**config.mk**
```make
export PLATFORM = sky130hd
export DESIGN_NAME = dmr1_dram_flat
export DESIGN_NICKNAME = d
export VERILOG_FILES = /design/src/rtl/dmr1_pkg.sv /design/src/rtl/dmr1_link_if.sv /design/src/rtl/dmr1_dram.sv /design/src/flat_wrapper.sv
export VERILOG_INCLUDE_DIRS = /design/src /design/src/rtl
export SDC_FILE = /design/constraint.sdc
export NUM_CORES = 1
export LEC_CHECK = 0
export BUFFER_PORTS_ARGS = -buffer_cell sky130_fd_sc_hd__clkbuf_2
export CAP_MARGIN = 20
export CORE_MARGIN = 3
export CORE_UTILIZATION = 25
export DETAILED_ROUTE_END_ITERATION = 6
export HOLD_SLACK_MARGIN = 0.03
export SLEW_MARGIN = 30
export SYNTH_ARGS = -nofsm -noshare
export SYNTH_HDL_FRONTEND = slang
export SYNTH_SLANG_ARGS = --single-unit
```
**constraint.sdc**
```tcl
create_clock -name core_clk -period 1.3 [get_ports core_clk]
set_input_delay 0.065 -clock core_clk [delete_from_list [all_inputs] [get_ports core_clk]]
set_output_delay 0.065 -clock core_clk [all_outputs]
set_load 0.02 [all_outputs]
```
**src/rtl/dmr1_map.svh**
```systemverilog
`ifndef DMR1_MAP_SVH
`define DMR1_MAP_SVH
// mode-register address field
`define DMR1_ADDR_W 18
`define DMR1_BANK_W 3
`define DMR1_BANK_SEL 3'h1
`define DMR1_RESET_VAL 18'h00000
// field positions
`define DMR1_B_ALIGN_OFF 0
`define DMR1_B_DRV0 1
`define DMR1_B_TERM0 2
`define DMR1_B_POST0 3
`define DMR1_B_POST1 4
`define DMR1_B_DRV1 5
`define DMR1_B_TERM1 6
`define DMR1_B_LEVEL 7
`define DMR1_B_TERM2 9
`define DMR1_B_TSTROBE 11
`define DMR1_B_QOFF 12
`define DMR1_RSVD_MASK 18'h26500
// delays forced while the alignment loop is off
`define DMR1_SLOW_DELAY 4'h6
// timing gaps, in command clocks
`define DMR1_CMD_GAP_CYC 4
`define DMR1_UPD_GAP_CYC 12
// avalon map of the controller
`define DMR1_REG_CTRL 4'h0
`define DMR1_REG_STAT 4'h4
`define DMR1_REG_DEV 4'h8
`define DMR1_CTRL_GO 0
`define DMR1_CTRL_SR 1
`define DMR1_CTRL_BUSY 2
`define DMR1_CTRL_X8 3
`define DMR1_CTRL_TERM 4
`define DMR1_CTRL_WBURST 5
`endif

```
**src/rtl/dmr1_pkg.sv**
```systemverilog
package dmr1_pkg;
    typedef enum logic [2:0] {
        DMR1_TERM_OFF = 3'h0,
        DMR1_TERM_DIV4 = 3'h1,
        DMR1_TERM_DIV2 = 3'h2,
        DMR1_TERM_DIV6 = 3'h3,
        DMR1_TERM_DIV12 = 3'h4,
        DMR1_TERM_DIV8 = 3'h5
    } dmr1_term_t;
    typedef enum logic [1:0] {
        DMR1_DRV_DIV6 = 2'h0,
        DMR1_DRV_DIV7 = 2'h1
    } dmr1_drv_t;
endpackage : dmr1_pkg
```
**src/rtl/dmr1_link_if.sv**
```systemverilog
interface dmr1_link_if;
    logic mode_set_command;
    logic [2:0] bank;
    logic [17:0] addr;
    logic self_refresh;
    logic write_burst;
    logic term_pin;
    modport dram (
        input mode_set_command,
        input bank,
        input addr,
        input self_refresh,
        input write_burst,
        input term_pin
    );
    modport ctrl (
        output mode_set_command,
        output bank,
        output addr,
        output self_refresh,
        output write_burst,
        output term_pin
    );
endinterface : dmr1_link_if

```
**src/rtl/dmr1_dram.sv**
```systemverilog
// Functional notes
// - register holds value until next load or reset
// - rewrite never touches array contents
// - load only with banks idle
// - controller waits both gaps after load; dmr1_ctrl counts only DMR1_UPD_GAP_CYC, DMR1_CMD_GAP_CYC is unused
// - controller writes reserved bits as zero
// - leveling limits termination unless outputs off
// - bit 0 enables or disables alignment loop
// - controller enables loop, then resets it; align_loop_reset pulses only on self-refresh exit
// - self refresh pauses, then resets loop
// - loop off stays off after self refresh
// - no termination while loop off
// - loop off forces delays to six
// - bits 5,1 select drive impedance
// - bit 12 tristates data and strobes
// - x8 strobe pair gets termination, no drive
// - strobe ball acts as mask when off
// - x4/x16 keep termination strobe off
// - bits 9,6,2 select nominal termination
// - termination off during read bursts
// - termination pin gates nominal termination
// - writes substitute write termination
// - bit 7 enters write leveling
`include "dmr1_map.svh"
module dmr1_dram
    import dmr1_pkg::*;
(
    // clock and reset
    input wire logic core_clk,
    input wire logic rst_n,
    // link
    dmr1_link_if.dram link,
    // device configuration
    input wire logic is_x8,
    input wire logic write_term_en,
    // decoded controls
    output logic align_loop_on,
    output logic align_loop_reset,
    output dmr1_drv_t drive_sel,
    output logic outputs_hiz,
    output logic tstrobe_term,
    output logic write_mask_active,
    output dmr1_term_t term_sel,
    output logic term_active,
    output logic write_term_active,
    output logic leveling,
    output logic [3:0] read_delay_floor,
    output logic [3:0] write_delay_floor,
    output logic [17:0] mode_register_one
);
    typedef struct packed {
        logic [17:0] mr;
        logic x8_meta;
        logic x8_sync;
        logic wte_meta;
        logic wte_sync;
        logic sr_q;
        logic loop_paused;
        logic loop_on;
        logic loop_rst;
        dmr1_drv_t drive;
        logic hiz;
        logic tstrobe;
        logic wmask;
        dmr1_term_t code;
        logic term_on;
        logic wterm_on;
        logic level;
        logic [3:0] rd_floor;
        logic [3:0] wr_floor;
    } dmr1_dram_st_t;

    dmr1_dram_st_t st;
    dmr1_dram_st_t next_st;
    logic sr_enter;
    logic sr_exit;
    logic term_ok;
    logic wr_ok;

    always_comb begin
        next_st = st;
        next_st.loop_rst = 1'b0;
        next_st.sr_q = link.self_refresh;
        // strap inputs, two-stage sync
        next_st.x8_meta = is_x8;
        next_st.x8_sync = st.x8_meta;
        next_st.wte_meta = write_term_en;
        next_st.wte_sync = st.wte_meta;
        // self refresh edges
        sr_enter = link.self_refresh && !st.sr_q;
        sr_exit = !link.self_refresh && st.sr_q;

        if (link.mode_set_command && link.bank == `DMR1_BANK_SEL) begin
            next_st.mr = link.addr;
        end

        if (sr_enter && !next_st.mr[`DMR1_B_ALIGN_OFF]) begin
            next_st.loop_paused = 1'b1;
        end
        if (sr_exit && st.loop_paused) begin
            next_st.loop_paused = 1'b0;
            next_st.loop_rst = 1'b1;
        end
        // bit 0 low enables loop; off stays off
        next_st.loop_on = !next_st.mr[`DMR1_B_ALIGN_OFF] && !next_st.loop_paused;

        case ({next_st.mr[`DMR1_B_DRV1], next_st.mr[`DMR1_B_DRV0]})
            2'h1: next_st.drive = DMR1_DRV_DIV7;
            default: next_st.drive = DMR1_DRV_DIV6;
        endcase
        next_st.hiz = next_st.mr[`DMR1_B_QOFF];
        next_st.tstrobe = st.x8_sync && next_st.mr[`DMR1_B_TSTROBE];
        next_st.wmask = !next_st.tstrobe;
        next_st.level = next_st.mr[`DMR1_B_LEVEL];

        case ({next_st.mr[`DMR1_B_TERM2], next_st.mr[`DMR1_B_TERM1], next_st.mr[`DMR1_B_TERM0]})
            3'h1: next_st.code = DMR1_TERM_DIV4;
            3'h2: next_st.code = DMR1_TERM_DIV2;
            3'h3: next_st.code = DMR1_TERM_DIV6;
            3'h4: next_st.code = DMR1_TERM_DIV12;
            3'h5: next_st.code = DMR1_TERM_DIV8;
            default: next_st.code = DMR1_TERM_OFF;
        endcase

        if (next_st.mr[`DMR1_B_ALIGN_OFF]) begin
            next_st.rd_floor = `DMR1_SLOW_DELAY;
            next_st.wr_floor = `DMR1_SLOW_DELAY;
        end else begin
            next_st.rd_floor = 4'h0;
            next_st.wr_floor = 4'h0;
        end

        term_ok = next_st.code != DMR1_TERM_OFF && next_st.loop_on
            && !link.self_refresh;
        case (next_st.code)
            DMR1_TERM_DIV2, DMR1_TERM_DIV4, DMR1_TERM_DIV6: wr_ok = 1'b1;
            default: wr_ok = 1'b0;
        endcase
        if (next_st.level && !next_st.hiz && !wr_ok) begin
            term_ok = 1'b0;
        end
        next_st.wterm_on = link.term_pin && term_ok && st.wte_sync && link.write_burst
            && !next_st.level;
        next_st.term_on = link.term_pin && term_ok && !next_st.wterm_on;
    end

    always_ff @(posedge core_clk or negedge rst_n) begin
        if (!rst_n) begin
            st <= '0;
            // decode of an all-zero register
            st.loop_on <= 1'b1;
            st.wmask <= 1'b1;
        end else begin
            st <= next_st;
        end
    end

    // outputs, one flop each
    // loop status out
    assign align_loop_on = st.loop_on;
    assign align_loop_reset = st.loop_rst;

    assign drive_sel = st.drive;
    assign outputs_hiz = st.hiz;
    assign tstrobe_term = st.tstrobe;
    assign write_mask_active = st.wmask;

    assign term_sel = st.code;
    assign term_active = st.term_on;
    assign write_term_active = st.wterm_on;
    assign leveling = st.level;

    assign read_delay_floor = st.rd_floor;
    assign write_delay_floor = st.wr_floor;
    assign mode_register_one = st.mr;
endmodule : dmr1_dram

```
**src/flat_wrapper.sv**
```systemverilog
// flat-port wrapper written by rule: the top's interface ports become plain ports
module dmr1_dram_flat import dmr1_pkg::*;
  (core_clk, rst_n, is_x8, write_term_en, align_loop_on, align_loop_reset, drive_sel, outputs_hiz, tstrobe_term, write_mask_active, term_sel, term_active, write_term_active, leveling, read_delay_floor, write_delay_floor, mode_register_one, link_mode_set_command, link_bank, link_addr, link_self_refresh, link_write_burst, link_term_pin);
  dmr1_link_if link_i ();
  input wire logic core_clk;
  input wire logic rst_n;
  input wire logic is_x8;
  input wire logic write_term_en;
  output logic align_loop_on;
  output logic align_loop_reset;
  output dmr1_drv_t drive_sel;
  output logic outputs_hiz;
  output logic tstrobe_term;
  output logic write_mask_active;
  output dmr1_term_t term_sel;
  output logic term_active;
  output logic write_term_active;
  output logic leveling;
  output logic [3:0] read_delay_floor;
  output logic [3:0] write_delay_floor;
  output logic [17:0] mode_register_one;
  input wire logic [$bits(link_i.mode_set_command)-1:0] link_mode_set_command;
  input wire logic [$bits(link_i.bank)-1:0] link_bank;
  input wire logic [$bits(link_i.addr)-1:0] link_addr;
  input wire logic [$bits(link_i.self_refresh)-1:0] link_self_refresh;
  input wire logic [$bits(link_i.write_burst)-1:0] link_write_burst;
  input wire logic [$bits(link_i.term_pin)-1:0] link_term_pin;
  assign link_i.mode_set_command = link_mode_set_command;
  assign link_i.bank = link_bank;
  assign link_i.addr = link_addr;
  assign link_i.self_refresh = link_self_refresh;
  assign link_i.write_burst = link_write_burst;
  assign link_i.term_pin = link_term_pin;
  dmr1_dram u_core (.core_clk(core_clk), .rst_n(rst_n), .link(link_i), .is_x8(is_x8), .write_term_en(write_term_en), .align_loop_on(align_loop_on), .align_loop_reset(align_loop_reset), .drive_sel(drive_sel), .outputs_hiz(outputs_hiz), .tstrobe_term(tstrobe_term), .write_mask_active(write_mask_active), .term_sel(term_sel), .term_active(term_active), .write_term_active(write_term_active), .leveling(leveling), .read_delay_floor(read_delay_floor), .write_delay_floor(write_delay_floor), .mode_register_one(mode_register_one));
endmodule
```
==> impl_metrics.yaml <==
synth:
  synth-edff-count: 0
  synth_area_um2: 1501
  synth.most_common_cell: "dfrtp_1"
  synth_commonest_cells: "dfrtp_1, buf_4, mux2_2"
  ys_seq_area_frac: 0.5683
  yosys.area.top_type: "dfrtp_1"
  yosys_most_used_dff: "dfrtp_1"
  ys_warn_count: 0
  netlist_top_cells_area: "dfrtp_1, buf_4, mux2_2"
  ys_types: 23
  synth_cells: 117
  yosysTopAreaCellShare: 0.5333
  syn_area_per_cell_um2: 12.83
  async_reset_ff_frac: 1.000
  synth_seq_cells: 34
grt:
  grt_max_degree: 23
  gr-usage-met1: 0.1100
  antenna_found_initial: 0
  met3_usage: 0.03455
  busiest_layer: "met2"
  grt.overflow.total: 0
  grt_usage: 0.09380
  grt_use_met2: 0.1567
  grt_first_pass_wirelength_mm: 5.106
  grt_pass1_vias: 1051
cts:
  htree_levels: 2
  clk_latency_ps: 280
  postCtsSetupBuffers: 0
  tritoncts: "done"
  root_buffer: "clkbuf_8"
  clk_pin_slew_ps: 60
  numCtsBuffers: 5
  holdBufCountCts: 18
  cts_resized: 0
  clkSinkCount: 34
  clockBufferDepth: 2
cells_and_area:
  fill_cells: 545
  syn2layout_area_growth_pct: 32.75
  nets: 211
  diodes: 0
  fin_cells: 254
  final_core_util: 0.3533
  drive_gt1_frac: 0.5275
  fin_area_um2: 1993
sta:
  setup_viol_count_final: 0
  skew_ps: 6.703
  rsz0062_at_grt: "no"
  max_freq_ghz: 0.7998
  finalHoldViolCount: 0
  min_period_ps: 1250
  period_share: 0.9617
  drv_slew: 0
worst_setup_path:
  r2r_slack_ps: 50
  crit_family: "simple AND/OR/NAND/NOR gates"
  worstPathMaxFanout: 2
  r2r_end: "u_core.write_term_active"
  required_ps: 1450
  slowest_delay_ps: 520
  worstReg2RegStart: "u_core.mode_register_one[2]"
  path_buf_inv: 0
  path_cells: "or4_1 -> nand4_1 -> nor3_1"
  cp-end-kind: "flop"
  rr_worst_depth: 3
  worstPathArrival_ps: 1400
  cp_slowest_cell: "or4_1"
  startpoint_type: "flop"
  crit_type: "reg -> reg"
routing:
  firstDrtPassIters: 3
  vias: 994
  drtAntennaViolNets: 0
  wl_mm: 3.039
  wl_per_cell_um: 11.96
  vias_per_cell: 3.913
  drt_iter0_markers: 9
  drc_errors: 0
place:
  dp_cells: 229
  dpl.hpwl_mm: 2.161
  io_buffers: 62
  gp_congestion: 0.7715
  place_area_um2: 1727
worst_hold_path:
  holdPathStages: 2
  hold_path_end: "u_core.mode_register_one[2]"
  hp-class: "in -> reg"
  worstHoldStart: "link_addr[2]"
die:
  initial_utilization: 0.2661
  ios: 68
  rows: 27
  die_y_um: 83.50
  die_w_um: 83.50
  core-area_um2: 5642
  die-area_um2: 6971
power:
  p_leak_uw: 0.0009921
  power_density_nw_per_um2: 1522
  ir_drop_v: 0.0005737
flow_run:
  max_cap_viol_count: 0
outcome:
  status: "finished clean"
-- placed cells by master, fill, tap and decap left out --
cell and n:
a21boi_2 1, a21oi_1 3, a32oi_1 1, and4bb_4 1, buf_12 1, buf_4 6
clkbuf_1 1, clkbuf_2 62, clkbuf_8 6, conb_1 5, dfrtp_1 32, dfstp_2 2
dlygate4sd3_1 18, inv_1 6, mux2_2 15, mux2_4 1, mux2i_1 2, nand2_1 1
nand2b_1 1, nand3_1 1, nand4_1 1, nor2_1 2, nor2b_1 6, nor3_1 3
nor3b_2 1, o21ai_0 2, or4_1 1
-- layout make-up --
type / count / area [um^2] / area share
clock buffers: 7 / 86.33 / 0.04331
inverters: 6 / 22.52 / 0.01130
multi-input cells: 48 / 385.4 / 0.1933
flip-flops and latches: 34 / 853.3 / 0.4281
well taps: 72 / 90.09 / 0.04520
repair buffers: 87 / 555.5 / 0.2787
-- sequential cells by signal (all words and copies together), names as in the netlist --
signal                    flops
u_core.write_mask_active      1
u_core.drive_sel              1
u_core.outputs_hiz            1
u_core.term_sel               3
u_core.term_active            1
u_core.mode_register_one     17
u_core.align_loop_on          1
u_core.next_st                2
u_core.tstrobe_term           1
u_core.st                     4
u_core.align_loop_reset       1
u_core.write_term_active      1
-- logic make-up after synthesis --
family	synth area share
buffers and inverters	0.1850
DFF	0.5683
muxes	0.1358
and+or+nand+nor	0.07834
AOI/OAI and AO/OA	0.03000
other	0.002498
-- stage by stage --
| stage | setup slack, ps | hold WS, ps | setup TNS (ps) | power [uW] |
|---|---|---|---|---|
| finish | 49.74 | 61.76 | 0 | 3034 |
| detailed placement | -25.08 | -12.08 | -214.5 | 2247 |
| global placement | -8.891 | -14.44 | -79.38 | 2237 |
| floorplan | 128.2 | -230.6 | 0 | 2134 |
| CTS | 48.84 | 48.67 | 0 | 3086 |
| global route | 23.83 | 70.41 | 0 | 3226 |
-- worst max path at each step --
stage / startpoint / end / slack [ps] / cells after the start
2_1_floorplan: u_core.mode_register_one[2] / u_core.write_term_active / 130 / 3
6_report: u_core.mode_register_one[2] / u_core.write_term_active / 50 / 3
3_3_place_gp: link_bank[2] / u_core.mode_register_one[17] / -9 / 4
3_5_place_dp: link_bank[2] / u_core.mode_register_one[3] / -30 / 4
5_1_grt: u_core.mode_register_one[2] / u_core.write_term_active / 20 / 3
4_1_cts: u_core.mode_register_one[2] / u_core.write_term_active / 50 / 3
-- power by group --
part	total (uW)	leakage, uW	switching, uW	internal [uW]
logic	914	0.000534	529	385
clock network	776	0.0000443	356	420
registers	1340	0.000413	96.3	1250
total	3030	0.000992	981	2050
-- layer usage --
metal / wire, um / share of wire / vias up
met3: 277 / 0.091 / 7
met5: 0 / 0 / -
met2: 1490 / 0.49 / 49
met1: 1230 / 0.40 / 459
met4: 40 / 0.013 / 0
li1: - / - / 479
(Power assumes the default switching activity.)
